[src/srbd_pkg.sv]
// constants for the sdram refresh, mode, bank decode and address mux block
package srbd_pkg;

  // ----------------------------------------------------------------
  // register map (byte addresses on the plain register port)
  // ----------------------------------------------------------------
  localparam int SRBD_ADDR_W = 16;
  localparam logic [15:0] SRBD_OFS_CTRL_STATUS = 16'h0000;
  localparam logic [15:0] SRBD_OFS_COUNT = 16'h0004;
  localparam logic [15:0] SRBD_OFS_CONSTANT = 16'h0008;
  localparam logic [15:0] SRBD_OFS_BANK_WINDOW = 16'h000C;
  localparam logic [15:0] SRBD_OFS_MEM_CONTROL = 16'h0010;
  localparam logic [15:0] SRBD_MODE_BASE = 16'hA000;
  localparam logic [15:0] SRBD_MODE_WIN_MASK = 16'hFC00;
  localparam int SRBD_MODE_W = 10;

  // ----------------------------------------------------------------
  // field positions
  // ----------------------------------------------------------------
  localparam int SRBD_CMF_BIT = 7;
  localparam int SRBD_CKS_LSB = 0;
  localparam int SRBD_BASE_LSB = 8;
  localparam int SRBD_MASK_LSB = 0;
  localparam int SRBD_MC_REN_BIT = 0;
  localparam int SRBD_MC_REFRESH_MODE_SELECT_BIT = 1;
  localparam int SRBD_MC_TRC_LSB = 2;
  localparam int SRBD_MC_COL_LSB = 5;
  localparam int SRBD_MC_ROW_LSB = 8;
  localparam int SRBD_MC_BANK2_BIT = 10;
  localparam int SRBD_MC_W = 11;
  localparam int SRBD_COL_A10_BIT = 10;

  // ----------------------------------------------------------------
  // reset values
  // ----------------------------------------------------------------
  localparam logic [15:0] SRBD_RST_CTRL_STATUS = 16'h0000;
  localparam logic [15:0] SRBD_RST_COUNT = 16'h0000;
  localparam logic [15:0] SRBD_RST_CONSTANT = 16'h0000;
  localparam logic [7:0] SRBD_RST_BASE = 8'h20;
  localparam logic [7:0] SRBD_RST_MASK = 8'hF8;
  localparam logic [10:0] SRBD_RST_MEM_CONTROL = 11'h000;

  // ----------------------------------------------------------------
  // refresh prescaler and address mux constants
  // ----------------------------------------------------------------
  localparam logic [2:0] SRBD_CKS_STOP = 3'h0;
  localparam int SRBD_PRESCALE_W = 12;
  localparam logic SRBD_REFRESH_MODE_SELECT_AUTO = 1'b0;
  localparam int SRBD_COL_BASE_BITS = 8;
  localparam int SRBD_ROW_BASE_BITS = 11;
  localparam int SRBD_BYTE_SHIFT = 2;
  localparam int SRBD_ROW_OUT_W = 13;
  localparam int SRBD_PIN_W = 15;

  // terminal-count mask of the free prescaler for each select value
  function automatic logic [11:0] srbd_div_mask(input logic [2:0] sel);
    case (sel)
      3'h1: srbd_div_mask = 12'h003;
      3'h2: srbd_div_mask = 12'h00F;
      3'h3: srbd_div_mask = 12'h03F;
      3'h4: srbd_div_mask = 12'h0FF;
      3'h5: srbd_div_mask = 12'h3FF;
      3'h6: srbd_div_mask = 12'h7FF;
      3'h7: srbd_div_mask = 12'hFFF;
      default: srbd_div_mask = 12'h000;
    endcase
  endfunction

endpackage

[src/srbd_top.sv]
// sdram mode load, refresh timer, bank decode and address multiplexer
//
// Added by the designer: the address-and-strobe port.
`timescale 1ns/1ps
`default_nettype none

// What this block does
// - a write to mode base plus X loads X; written data is ignored
// - the mode value goes out on the sdram address pins
// - mode setting is ten bits, write only, never read back
// - control/status is 16 bits, resets zero, bits 15:8 read zero
// - match flag bit 7 sets when counter equals constant
// - writing 0 to the match flag clears it
// - writing 1 to the match flag leaves it unchanged
// - prescale select: stop, then divide by 4 up to 4096
// - 16-bit counter, read/write, counts each prescaled tick, resets zero
// - refresh enabled and auto mode: match starts a refresh cycle
// - constant is compared against the low 8 counter bits
// - constant register is 16 bits, read/write, resets zero
// - bank selected when address 31:24 masked equals base
// - bank base field sits at bits 15:8, resets 0x20
// - bank mask field is 8 bits, resets 0xF8
// - bank window bits 31:16 read zero and ignore writes
// - address pins carry row, column, bank from width fields
// - no bank activate for the refresh cycle time after refresh
module srbd_top
  import srbd_pkg::*;
(
  input wire logic clock_in,
  input wire logic rst_b_in,
  input wire logic [15:0] reg_addr_in,
  input wire logic [31:0] reg_wdata_in,
  input wire logic reg_write_in,
  input wire logic reg_read_in,
  input wire logic [31:0] phys_addr_in,
  input wire logic row_phase_in,
  input wire logic col_a10_in,
  output logic [31:0] reg_rdata_out,
  output logic [14:0] sdram_addr_out,
  output logic mode_cmd_out,
  output logic refresh_cmd_out,
  output logic activate_block_out,
  output logic bank_sel_out
);

  // ----------------------------------------------------------------
  // register state
  // ----------------------------------------------------------------
  logic cmf_q;
  logic [2:0] cks_q;
  logic [15:0] count_q;
  logic [15:0] constant_q;
  logic [7:0] base_q;
  logic [7:0] mask_q;
  logic [10:0] memctl_q;
  logic [11:0] prescale_q;
  logic [3:0] guard_q;

  // ----------------------------------------------------------------
  // address decode
  // ----------------------------------------------------------------
  wire logic hit_cs = (reg_addr_in == SRBD_OFS_CTRL_STATUS);
  wire logic hit_cnt = (reg_addr_in == SRBD_OFS_COUNT);
  wire logic hit_cor = (reg_addr_in == SRBD_OFS_CONSTANT);
  wire logic hit_bank = (reg_addr_in == SRBD_OFS_BANK_WINDOW);
  wire logic hit_mc = (reg_addr_in == SRBD_OFS_MEM_CONTROL);
  wire logic hit_mode =
    ((reg_addr_in & SRBD_MODE_WIN_MASK) == SRBD_MODE_BASE);
  wire logic wr_cs = reg_write_in && hit_cs;
  wire logic wr_cnt = reg_write_in && hit_cnt;
  wire logic wr_cor = reg_write_in && hit_cor;
  wire logic wr_bank = reg_write_in && hit_bank;
  wire logic wr_mc = reg_write_in && hit_mc;
  // mode value rides on the address; data lines are not looked at
  wire logic wr_mode = reg_write_in && hit_mode;
  wire logic [9:0] mode_val = reg_addr_in[SRBD_MODE_W-1:0];

  // ----------------------------------------------------------------
  // memory control fields
  // ----------------------------------------------------------------
  wire logic ref_enable = memctl_q[SRBD_MC_REN_BIT];
  wire logic ref_mode = memctl_q[SRBD_MC_REFRESH_MODE_SELECT_BIT];
  wire logic [2:0] trc_f = memctl_q[SRBD_MC_TRC_LSB +: 3];
  wire logic [2:0] col_f = memctl_q[SRBD_MC_COL_LSB +: 3];
  wire logic [1:0] row_f = memctl_q[SRBD_MC_ROW_LSB +: 2];
  wire logic two_bank_bits = memctl_q[SRBD_MC_BANK2_BIT];

  // ----------------------------------------------------------------
  // refresh timer
  // ----------------------------------------------------------------
  // prescaler runs free so a select change takes effect at once
  wire logic [11:0] div_mask = srbd_div_mask(cks_q);
  wire logic tick = (cks_q != SRBD_CKS_STOP) &&
    ((prescale_q & div_mask) == div_mask);
  // only the low byte takes part in the compare
  wire logic match = (count_q[7:0] == constant_q[7:0]);
  // one event per interval: compare is sampled on the counting tick
  wire logic match_evt = tick && match;
  wire logic refresh_start = match_evt && ref_enable &&
    (ref_mode == SRBD_REFRESH_MODE_SELECT_AUTO);
  wire logic [15:0] count_d = wr_cnt ? reg_wdata_in[15:0] :
    match_evt ? SRBD_RST_COUNT :
    tick ? count_q + 16'h0001 : count_q;
  // set beats a same-cycle clear; writing 1 keeps the flag
  wire logic cmf_d = match_evt ? 1'b1 :
    (wr_cs && !reg_wdata_in[SRBD_CMF_BIT]) ? 1'b0 :
    cmf_q;

  // prescaler and counter
  always_ff @(posedge clock_in) begin
    if (!rst_b_in) begin
      prescale_q <= 12'h000;
      count_q <= SRBD_RST_COUNT;
    end else begin
      prescale_q <= prescale_q + 12'h001;
      count_q <= count_d;
    end
  end

  // control/status and constant
  always_ff @(posedge clock_in) begin
    if (!rst_b_in) begin
      cmf_q <= SRBD_RST_CTRL_STATUS[SRBD_CMF_BIT];
      cks_q <= SRBD_RST_CTRL_STATUS[2:0];
      constant_q <= SRBD_RST_CONSTANT;
    end else begin
      cmf_q <= cmf_d;
      if (wr_cs) begin
        cks_q <= reg_wdata_in[SRBD_CKS_LSB +: 3];
      end
      if (wr_cor) begin
        constant_q <= reg_wdata_in[15:0];
      end
    end
  end

  // ----------------------------------------------------------------
  // bank window and memory control
  // ----------------------------------------------------------------
  always_ff @(posedge clock_in) begin
    if (!rst_b_in) begin
      base_q <= SRBD_RST_BASE;
      mask_q <= SRBD_RST_MASK;
      memctl_q <= SRBD_RST_MEM_CONTROL;
    end else begin
      if (wr_bank) begin
        base_q <= reg_wdata_in[SRBD_BASE_LSB +: 8];
        mask_q <= reg_wdata_in[SRBD_MASK_LSB +: 8];
      end
      if (wr_mc) begin
        memctl_q <= reg_wdata_in[SRBD_MC_W-1:0];
      end
    end
  end

  // ----------------------------------------------------------------
  // read mux; mode window and unmapped addresses read zero
  // ----------------------------------------------------------------
  wire logic [31:0] rd_cs = {24'h000000, cmf_q, 4'h0, cks_q};
  wire logic [31:0] rd_bank = {16'h0000, base_q, mask_q};
  wire logic [31:0] rd_mux =
    hit_cs ? rd_cs :
    hit_cnt ? {16'h0000, count_q} :
    hit_cor ? {16'h0000, constant_q} :
    hit_bank ? rd_bank :
    hit_mc ? {21'h000000, memctl_q} :
    32'h00000000;

  always_ff @(posedge clock_in) begin
    if (!rst_b_in) begin
      reg_rdata_out <= 32'h00000000;
    end else begin
      reg_rdata_out <= reg_read_in ? rd_mux : 32'h00000000;
    end
  end

  // ----------------------------------------------------------------
  // refresh command and activate guard
  // ----------------------------------------------------------------
  // guard length is 2*field+1 cycles: 1, 3, ... 15
  wire logic [3:0] trc_cycles = {trc_f, 1'b1};
  wire logic [3:0] guard_d = refresh_start ? trc_cycles :
    (guard_q != 4'h0) ? guard_q - 4'h1 : 4'h0;

  always_ff @(posedge clock_in) begin
    if (!rst_b_in) begin
      guard_q <= 4'h0;
      refresh_cmd_out <= 1'b0;
      activate_block_out <= 1'b0;
    end else begin
      guard_q <= guard_d;
      refresh_cmd_out <= refresh_start;
      activate_block_out <= (guard_d != 4'h0);
    end
  end

  // ----------------------------------------------------------------
  // bank decode and address multiplexer
  // ----------------------------------------------------------------
  // overlap between banks is software's problem; one window is decoded
  wire logic bank_hit =
    ((phys_addr_in[31:24] & mask_q) == base_q);
  // row starts above the column bits and the byte lanes
  wire logic [4:0] row_shift = 5'(SRBD_COL_BASE_BITS + SRBD_BYTE_SHIFT)
    + {2'b00, col_f};
  wire logic [4:0] bank_shift = row_shift + 5'(SRBD_ROW_BASE_BITS)
    + {3'b000, row_f};
  wire logic [31:0] row_src = phys_addr_in >> row_shift;
  wire logic [31:0] bank_src = phys_addr_in >> bank_shift;
  wire logic [1:0] bank_bits = {two_bank_bits & bank_src[1], bank_src[0]};
  wire logic [12:0] col_bits = {phys_addr_in[13:12], col_a10_in,
    phys_addr_in[11:2]};
  wire logic [12:0] row_bits = row_src[SRBD_ROW_OUT_W-1:0];
  wire logic [14:0] mux_addr =
    {bank_bits, row_phase_in ? row_bits : col_bits};

  always_ff @(posedge clock_in) begin
    if (!rst_b_in) begin
      sdram_addr_out <= 15'h0000;
      mode_cmd_out <= 1'b0;
      bank_sel_out <= 1'b0;
    end else begin
      sdram_addr_out <= wr_mode ? {5'h00, mode_val} :
        mux_addr;
      mode_cmd_out <= wr_mode;
      bank_sel_out <= bank_hit;
    end
  end

  // ----------------------------------------------------------------
  // assertions
  // ----------------------------------------------------------------
  mode_load_a:
    assert property (@(posedge clock_in) disable iff (!rst_b_in)
      (reg_write_in && hit_mode) |=> mode_cmd_out &&
      (sdram_addr_out == {5'h00, $past(reg_addr_in[9:0])}))
    else $error("mode value not placed on address pins");

  mode_pins_a:
    assert property (@(posedge clock_in) disable iff (!rst_b_in)
      mode_cmd_out |-> (sdram_addr_out[14:10] == 5'h00))
    else $error("mode command with high address bits set");

  cs_reserved_a:
    assert property (@(posedge clock_in) disable iff (!rst_b_in)
      (reg_read_in && hit_cs) |=> (reg_rdata_out[31:8] == 24'h000000)
      && (reg_rdata_out[7] == $past(cmf_q)))
    else $error("control/status read shows reserved bits");

  flag_set_a:
    assert property (@(posedge clock_in) disable iff (!rst_b_in)
      (tick && count_q[7:0] == constant_q[7:0]) |=> cmf_q)
    else $error("match flag not set on compare match");

  flag_clear_a:
    assert property (@(posedge clock_in) disable iff (!rst_b_in)
      (wr_cs && !reg_wdata_in[7] && !match_evt) |=> !cmf_q)
    else $error("match flag not cleared by write of zero");

  flag_keep_a:
    assert property (@(posedge clock_in) disable iff (!rst_b_in)
      (wr_cs && reg_wdata_in[7] && !match_evt) |=> $stable(cmf_q))
    else $error("writing one changed the match flag");

  count_stop_a:
    assert property (@(posedge clock_in) disable iff (!rst_b_in)
      (cks_q == 3'h0 && !wr_cnt) |=> $stable(count_q))
    else $error("counter moved while prescaler stopped");

  count_step_a:
    assert property (@(posedge clock_in) disable iff (!rst_b_in)
      (cks_q == 3'h1 && !wr_cnt && !match)[*4] |=>
      (count_q != $past(count_q, 4)))
    else $error("counter did not advance at divide by four");

  refresh_go_a:
    assert property (@(posedge clock_in) disable iff (!rst_b_in)
      (match_evt && ref_enable && !ref_mode) |=> refresh_cmd_out
      ##1 !refresh_cmd_out)
    else $error("refresh command missing or longer than a cycle");

  count_restart_a:
    assert property (@(posedge clock_in) disable iff (!rst_b_in)
      (match_evt && !wr_cnt) |=> (count_q == 16'h0000))
    else $error("counter did not restart after match");

  bank_decode_a:
    assert property (@(posedge clock_in) disable iff (!rst_b_in)
      ##1 (bank_sel_out ==
      (($past(phys_addr_in[31:24]) & $past(mask_q)) == $past(base_q))))
    else $error("bank select disagrees with base and mask");

  bank_reserved_a:
    assert property (@(posedge clock_in) disable iff (!rst_b_in)
      (reg_read_in && hit_bank) |=> (reg_rdata_out[31:16] == 16'h0000))
    else $error("bank window upper bits not zero");

  activate_guard_a:
    assert property (@(posedge clock_in) disable iff (!rst_b_in)
      (refresh_cmd_out && trc_f == 3'h1 && !refresh_start) |->
      activate_block_out ##1 activate_block_out ##1 activate_block_out
      ##1 !activate_block_out)
    else $error("activate guard not three cycles long");

endmodule

`default_nettype wire

[config.mk]
export PLATFORM = sky130hd
export DESIGN_NAME = srbd_top
export DESIGN_NICKNAME = d
export VERILOG_FILES = /design/src/srbd_pkg.sv /design/src/srbd_top.sv
export SDC_FILE = /design/constraint.sdc
export NUM_CORES = 1
export LEC_CHECK = 0
export BUFFER_PORTS_ARGS = -buffer_cell sky130_fd_sc_hd__buf_2
export CAP_MARGIN = 20
export CORE_MARGIN = 5
export CORE_UTILIZATION = 25
export DETAILED_ROUTE_END_ITERATION = 8
export HOLD_SLACK_MARGIN = 0.05
export SKIP_LAST_GASP = 1
export SYNTH_ARGS = -nofsm -noshare
export SYNTH_HDL_FRONTEND = slang
export SYNTH_SLANG_ARGS = --single-unit
export TNS_END_PERCENT = 20
[constraint.sdc]
create_clock -name clock_in -period 2.9 [get_ports clock_in]
set_clock_uncertainty 0.1 [all_clocks]
set_input_delay 0.145 -clock clock_in [delete_from_list [all_inputs] [get_ports clock_in]]
set_output_delay 0.145 -clock clock_in [all_outputs]
set_load 0.01 [all_outputs]
# --- Yosys cells after proc, flatten, opt, wreduce, memory -nomap -nowiden ---
# Cells that the tools add are included.
classes:
  addsub: 6
  n_mux: 15
  reduce_logical: 22
  n_eq_ne: 15
  n_shift: 2
  bitwise_logic: 6
ops:
  columns: ["op", "n"]
  rows:
  - ["$mux W16", 6]
  - ["$pmux W12 S7", 1]
  - ["$eq A16 B4 Y1 const B", 2]
  - ["$shr A32 B5 Y13", 1]
  - ["$shr A32 B5 Y2", 1]
  - ["$add A16 B1 Y16 const B", 1]
  - ["$eq A16 B3 Y1 const B", 1]
  - ["$eq A16 B5 Y1 const B", 1]
  - ["$eq A8 B8 Y1", 2]
  - ["$logic_not A16 Y1", 1]
  - ["$mux W13", 1]
  - ["$add A12 B1 Y12 const B", 1]
  - ["$and A12 B12 Y12", 1]
  - ["$eq A12 B12 Y1", 1]
  - ["$eq A3 B3 Y1 const B", 4]
  - ["$logic_and A1 B1 Y1", 11]
  - ["$mux W11", 1]
  - ["$mux W10", 1]
  - ["$and A8 B8 Y8", 1]
  - ["$mux W4", 2]
  - ["$mux W8", 1]
  - ["$reduce_bool A4 Y1", 2]
  - ["$eq A3 B2 Y1 const B", 2]
  - ["$eq A6 B6 Y1 const B", 1]
  - ["other kinds (15)", 19]
word_totals:
  output_inout_bits: 51
  regBits: 130

# --- Logic depth before layout (Yosys ltp) ---
# Gate-level depths: netlist of the first run.
depth:
  ltp_word: 10
  depth_mapped: 10
  ltp_nobuf: 8

# --- Least setup slack after synthesis of the first run ---
# OpenSTA, ideal clock, no wires.
synth_path:
  path_kind: "register to register"
  from: "register memctl_q[5]"
  to: "register sdram_addr_out[14]"
  setup_slack_ns: -0.215
  t_arrival_ns: 2.935
  setup_time_ns: 0.080
  path_buffers: 2
  path_stages_with_launch: 11
  cell_sequence: "dfxtp_1 clkbuf_1 buf_2 inv_2 ha_1 fa_1 xnor2_2 mux2i_1 mux4_2 mux2_2 nor3b_1"
synth_via:
  elab_chain_cells: 5
synth_lines:
  columns: ["element", "line", "source"]
  rows:
  - ["from (decl)", "srbd_top.sv:55", "logic [10:0] memctl_q;"]
  - ["from (signal assigned)", "srbd_top.sv:151", "memctl_q <= reg_wdata_in[SRBD_MC_W-1:0];"]
  - ["$add A4 B3 Y5", "srbd_top.sv:205", "+ {2'b00, col_f};"]
  - ["$add A5 B4 Y5", "srbd_top.sv:206", "wire logic [4:0] bank_shift = row_shift + 5'(SRBD_ROW_BASE_BITS)"]
  - ["$add A5 B2 Y5", "srbd_top.sv:207", "+ {3'b000, row_f};"]
  - ["$shr A32 B5 Y2", "srbd_top.sv:209", "wire logic [31:0] bank_src = phys_addr_in >> bank_shift;"]
  - ["$and A1 B1 Y1", "srbd_top.sv:210", "wire logic [1:0] bank_bits = {two_bank_bits & bank_src[1], bank_src[0]};"]
  - ["to (signal assigned)", "srbd_top.sv:223", "sdram_addr_out <= wr_mode ? {5'h00, mode_val} :"]
  - ["to (decl)", "srbd_top.sv:39", "output logic [14:0] sdram_addr_out,"]
# No other way between the ends.
# A chain may end at the register's enable or synchronous reset.

# --- Worst setup path after layout of the first run ---
# Ends and elaborated chain as after synthesis.

==> results of run 1 <==
## layout make-up
type                    instances  share of cell area
clock buffers                  19              0.0561
clock inverters                13              0.0235
inverters                       6             0.00285
multi-input cells             514               0.442
flip-flops and latches        114               0.289
well taps                     319              0.0505
repair buffers                164               0.136
## synthesized netlist by cell type (all sizes together) (3+ instances only)
cell    instances  area share
dfxtp         114        0.38
nor2           77       0.048
nand2          74       0.046
mux2i          71        0.12
o21ai          49       0.041
a21oi          32       0.027
buf            31       0.032
clkbuf         31       0.019
xor2           21       0.030
mux4           17       0.063
a31oi          15       0.016
nand3          13       0.011
a211oi         12       0.015
and2           11       0.011
nor3           10      0.0091
and3            9      0.0093
mux2            9       0.017
nand4           9      0.0093
or3             9      0.0093
a222oi          8       0.013
nand3b          8       0.010
inv             6      0.0037
nor4            6      0.0073
ha              4      0.0083
xnor2           4      0.0071
a221oi          3      0.0054
nand2b          3      0.0031
nor2b           3      0.0031
o211ai          3      0.0037
## flip-flops by register name, summed over array words and instances (netlist names)
| register | cells |
|---|---|
| mode_cmd_out | 1 |
| cks_q | 3 |
| memctl_q | 11 |
| constant_q | 16 |
| base_q | 8 |
| count_q | 16 |
| sdram_addr_out | 15 |
| reg_rdata_out | 16 |
| mask_q | 8 |
| prescale_q | 12 |
| activate_block_out | 1 |
| guard_q | 4 |
| refresh_cmd_out | 1 |
| cmf_q | 1 |
| bank_sel_out | 1 |
## layer usage
| layer | routed length (microns) | vias to the layer above |
|---|---|---|
| met2 | 9270 | 147 |
| met5 | 18 | - |
| met4 | 420 | 2 |
| met3 | 864 | 35 |
| met1 | 8540 | 2668 |
| li1 | - | 2688 |
## power groups by stage
| stage | registers (mW) | logic [mW] | clock network (mW) |
|---|---|---|---|
| 6_report | 1.59 | 0.296 | 2.23 |
| 5_1_grt | 1.59 | 0.321 | 2.34 |
| 4_1_cts | 1.59 | 0.292 | 2.27 |
| 3_5_place_dp | 1.62 | 0.246 | 0 |
| 3_3_place_gp | 1.62 | 0.245 | 0 |
| 2_1_floorplan | 1.63 | 0.131 | 0 |
## worst min-delay path by stage
stage	start	end	slack, ns	depth (start not counted)
floorplan	reg_addr_in[0]	sdram_addr_out[0]	0.15	2
global placement	reg_addr_in[5]	sdram_addr_out[5]	0.26	3
global route	reg_read_in	reg_rdata_out[1]	0.09	3
CTS	reg_read_in	reg_rdata_out[1]	0.05	3
detailed placement	reg_addr_in[5]	sdram_addr_out[5]	0.26	3
finish	reg_read_in	reg_rdata_out[1]	0.07	3
## repair_timing
action / CTS / global route
endpoints found under the hold margin: 76 / 0
gates resized for setup: 0 / 0
hold buffers: 39 / 0
## cell families (layout without fill, tap and decap cells)
group	count (synthesis)	in the layout	share of synthesized area
other	1	16	0.000621
AOI/OAI and AO/OA	129	129	0.129
and+or+nand+nor	242	242	0.190
adders and majority gates	5	5	0.0116
xor gates and xnor gates	25	25	0.0375
muxes	97	97	0.198
DFF	114	114	0.378
buffers and inverters	68	202	0.0545
## worst register-to-register path, delay by kind of cell (launching register included)
kind                       cells  cell delay (ns)
and+or+nand+nor                1             0.17
xor gates and xnor gates       1             0.29
DFF                            1             0.36
buffers and inverters          1             0.05
muxes                          3             0.85
adders and majority gates      2             0.67
## metrics by stage
| step | instances | util |
|---|---|---|
| floorplan | 696 | - |
| global placement | 1078 | 0.291 |
| detailed placement | 1078 | 0.291 |
| CTS | 1149 | 0.334 |
| global route | 1149 | 0.334 |
| finish | 1149 | 0.334 |
==> run metrics, run 1 <==
ANT cells=0; standby leakage power=3.16 nW; commonest non-fill, non-tap cells in the layout=dfxtp_1 (114), buf_2 (102), nor2_1 (77); met2 GRT Util=0.230; overall power=4.12 mW; critical path depth=8; critical path's largest stage delay=0.46 ns; Skew-Pair Late Insertion Delay=0.42 ns; Critical R2R Launch=memctl_q[5]; hpwl dp=13700 microns; Critical Path Source Type=register; met3 usage=0.0293; Critical Path RT=3.13 ns; CTS max path bufs=2; die width=165 microns; count of cell types in the netlist=50; crit path cell chain=inv_2 > ha_1 > fa_1 > xnor2_4 > mux2i_1 > mux4_2 > mux2_2 > nor3b_1; Starting Density=0.256; initial antenna violation count=1; WP data arrival=2.80 ns; port bufs=102; Hold Vio Cnt, Final=0; met1 Use GR=0.186; CP top delay family=multiplexers; RSZ-0062 raised after global routing=no; Switch Pwr=0.945 mW; Clock Sinks=114; setup repair bufs after CTS=0; DR DRC count=0; DP Area=6880 sq um; setup tns final=0 ns; sequential-to-total area share from yosys stat=0.378; fraction of layout cells with a size suffix above 1=0.229; Cell Rows=56; Vias/cell=4.82; Final Max Slew Viols=0; global route overflow=0; first-pass GRT wire length=30100 microns; Period minus WS final=2.57 ns; Clock Tree Root=clkbuf_16; Syn Area/Cell=8.86 sq um; Setup crit end=sdram_addr_out[14]; multi-input logic area=3490 sq um; sequential fraction of design power=0.386; Clock power frac=0.542; die area=27300 sq um; R2R cell count=8; PwrDens=522 nW/um^2; GPL Wtd Cong=0.830; fin crit share=0.887; IO Pins=137; Yosys reg bits=114; total track usage=0.142; CTS tree=built; MaxCap Viol Count=0; Post-DRT Antenna Nets=0; EDFF count, synth=0; Critical Path End Type=register; Fmax achieved=389 MHz; H-tree depth=4; clock buffer count from CTS=17; Worst Tran Pin Value=0.708 ns; most common cell after layout, fill and taps aside=dfxtp_1; Slew headroom=0.526; DR iter-0 viols=431; Design Area, Final=7900 sq um; maximum vdd ir drop=0.419 mV; Synth-to-Final Area Change=30.9%; crit-path max FO=7; Reg clk slew, reported paths=0.06 ns; vias post-DR=5540; synth warn=0; Crit. Startpoint=memctl_q[5]; r2r setup slk=0.33 ns; Crit Path Class=reg -> reg; # nets final=908; r2r endpoint=sdram_addr_out[14]; Sequential Area=2280 sq um; status=finished clean; Netlist Area Pre-Place=6030 sq um; hold slack=0.0659 ns; grt peak-use layer=met2; largest net degree at the start of global routing=58; Post-synth ARST share=0; switch share=0.229; WL/cell=16.6 microns; number of global-route vias before repair=5307; die height=165 microns; Synth Instances=681; HP Class=in -> reg; Gate power share=0.072; Internal=3.18 mW; Core ar.=23600 sq um; critical path's slowest cell=mux4_2; post-place setup slack=0.356 ns; routed wire length=19100 microns; fill count=2437; Main synth FF type=dfxtp_1; drt pass-1 iters=5; setup slack after layout=0.327 ns; CP Buf/Inv Count=1; final setup fails=0
No activity file was read; power rests on OpenSTA's default activity.
==> inputs of run 2 (changes only) <==
==> constraint.sdc (replaced) <==
create_clock -name clock_in -period 2.9 [get_ports clock_in]
set_clock_uncertainty 0.1 [all_clocks]
set_input_delay 0.29 -clock clock_in [delete_from_list [all_inputs] [get_ports clock_in]]
set_output_delay 0.29 -clock clock_in [all_outputs]
set_load 0.01 [all_outputs]
==> run 2 against run 1 <==
Compared with the run above:
- die area stayed put
- register-to-register slack worse by 0.04 ns
- wire length shrank 2.3%
- hold slack got worse by 0.0039 ns
- global-route usage decreased by 0.12 points
- worst setup slack worse by 0.038 ns
- sequential power is essentially flat
- final cell count down 1.9%
- total power fell by 4.2%
- first-iteration DRC count fell by 14%
- via count down 1.2%
- critical path type unchanged
- critical endpoint unchanged
==> run metrics, run 2 (synthesis results as in run 1) <==
fin crit share=0.900 (was 0.887); MaxCap Viol Count=0 (unchanged); final setup fails=0 (unchanged); WL/cell=16.6 microns (about the same); Final Max Slew Viols=0 (unchanged); Crit Path Class=reg -> reg (unchanged); post-place setup slack=0.322 ns (was 0.356 ns); port bufs=102 (unchanged); routed wire length=18700 microns (was 19100 microns); Hold Vio Cnt, Final=0 (unchanged); fin util=0.323 (was 0.334); Slew headroom=0.553 (was 0.526); largest registers=constant_q (16), count_q (16), reg_rdata_out (16) (unchanged); hpwl dp=13600 microns (was 13700 microns); Critical R2R Launch=memctl_q[8] (was memctl_q[5]); WHS Endpoint=constant_q[14] (was reg_rdata_out[1]); Critical Path RT=3.13 ns (about the same); critical path's largest stage delay=0.46 ns (about the same); CTS tree=built (unchanged); Synth-to-Final Area Change=26.4% (was 30.9%); Fmax achieved=383 MHz (was 389 MHz); overall power=3.95 mW (was 4.12 mW); maximum vdd ir drop=0.351 mV (was 0.419 mV); HP Class=in -> reg (unchanged); Core ar.=23600 sq um (unchanged); Skew-Pair Late Insertion Delay=0.42 ns (about the same); status=finished clean (unchanged); RSZ-0062 raised after global routing=no (unchanged); Critical Path Source Type=register (unchanged); Worst Tran Pin Value=0.668 ns (was 0.708 ns); vias post-DR=5474 (was 5540); CP Buf/Inv Count=1 (unchanged); CTS max path bufs=2 (unchanged); die area=27300 sq um (unchanged); GPL Wtd Cong=0.823 (was 0.830); Clock Sinks=114 (unchanged); fraction of layout cells with a size suffix above 1=0.235 (was 0.229); drt pass-1 iters=8 (was 5); largest net degree at the start of global routing=58 (unchanged); die width=165 microns (unchanged); die height=165 microns (unchanged); number of global-route vias before repair=5348 (was 5307); Post-DRT Antenna Nets=0 (unchanged); H-tree depth=4 (unchanged); setup tns final=0 ns (unchanged); hold_sp=reg_wdata_in[14] (was reg_read_in); WP data arrival=2.84 ns (was 2.80 ns); crit-path max FO=7 (unchanged); DR iter-0 viols=370 (was 431); first-pass GRT wire length=29600 microns (was 30100 microns); Vias/cell=4.86 (was 4.82); crit path cell chain=inv_1 > ha_1 > fa_1 > xnor2_4 > mux2i_1 > mux4_2 > mux2_2 > nor3b_1 (was inv_2 > ha_1 > fa_1 > xnor2_4 > mux2i_1 > mux4_2 > mux2_2 > nor3b_1); DR DRC count=0 (unchanged); r2r setup slk=0.29 ns (was 0.33 ns); clock buffer count from CTS=17 (unchanged); Reg clk slew, reported paths=0.06 ns (about the same); Period minus WS final=2.61 ns (was 2.57 ns); total track usage=0.141 (was 0.142); most common cell after layout, fill and taps aside=dfxtp_1 (unchanged); Cell Rows=56 (unchanged); Critical Path End Type=register (unchanged); CP top delay family=multiplexers (unchanged); PwrDens=517 nW/um^2 (was 522 nW/um^2); standby leakage power=3.05 nW (was 3.16 nW); IO Pins=137 (unchanged); r2r endpoint=sdram_addr_out[14] (unchanged); # nets final=885 (was 908); commonest non-fill, non-tap cells in the layout=dfxtp_1 (114), buf_2 (102), nor2_1 (77) (unchanged); Worst Hold Depth=3 (unchanged); critical path's slowest cell=mux4_2 (unchanged); global route overflow=0 (unchanged); Clock Tree Root=clkbuf_16 (unchanged); setup slack after layout=0.289 ns (was 0.327 ns); R2R cell count=8 (unchanged); Starting Density=0.256 (unchanged); initial antenna violation count=4 (was 1)
==> run 2: worst min-delay path, cell delays in order <==
cell and delay [ns]:
buf_2 0.12, mux2i_1 0.07, nor2_1 0.08
==> run 2: metrics by stage <==
step	hold WS [ns]	instance area, sq um	std cells
6_report	0.0621	7630	1127
5_1_grt	0.0627	7630	1127
4_1_cts	0.0513	7630	1126
3_5_place_dp	0.353	6870	1077
3_3_place_gp	0.346	6870	1077
2_1_floorplan	0.299	6110	696
==> run 2: power by group <==
part           leakage (nW)  internal [mW]  switching, mW  total [mW]
sequential            0.923           1.58        0.00678        1.59
combinational          1.85          0.113          0.154       0.267
clock                 0.284           1.27          0.818        2.09
total                  3.05           2.97          0.979        3.95
==> run 2: worst max-delay path by stage <==
stage / start / to / depth (start not counted)
after floorplan: memctl_q[5] / sdram_addr_out[14] / 10
after global placement: reg_addr_in[11] / reg_rdata_out[2] / 9
after detailed placement: memctl_q[8] / sdram_addr_out[14] / 8
after CTS: memctl_q[8] / sdram_addr_out[14] / 8
after global routing: memctl_q[8] / sdram_addr_out[14] / 8
final: memctl_q[8] / sdram_addr_out[14] / 8
==> run 2: cell type report <==
type	count	area, sq um
multi-input combinational	514	3490
clock inverter	15	160
inverter	6	22.5
antenna	1	2.50
clock buffer	17	425
tap	319	399
sequential	114	2280
timing repair buffer	141	846
fill	2518	16000
==> run 2: repair_timing <==
item,4_1_cts,5_1_grt
hold buffers,17,0
buffers inserted,0,0
hold endpoints to repair,19,0
resized for setup,0,0
==> run 2: metal layers <==
metal,part of all wire,track usage
met3,0.067,0.0375
met2,0.48,0.232
met4,0.025,0.0521
met5,0.0022,0
met1,0.42,0.178
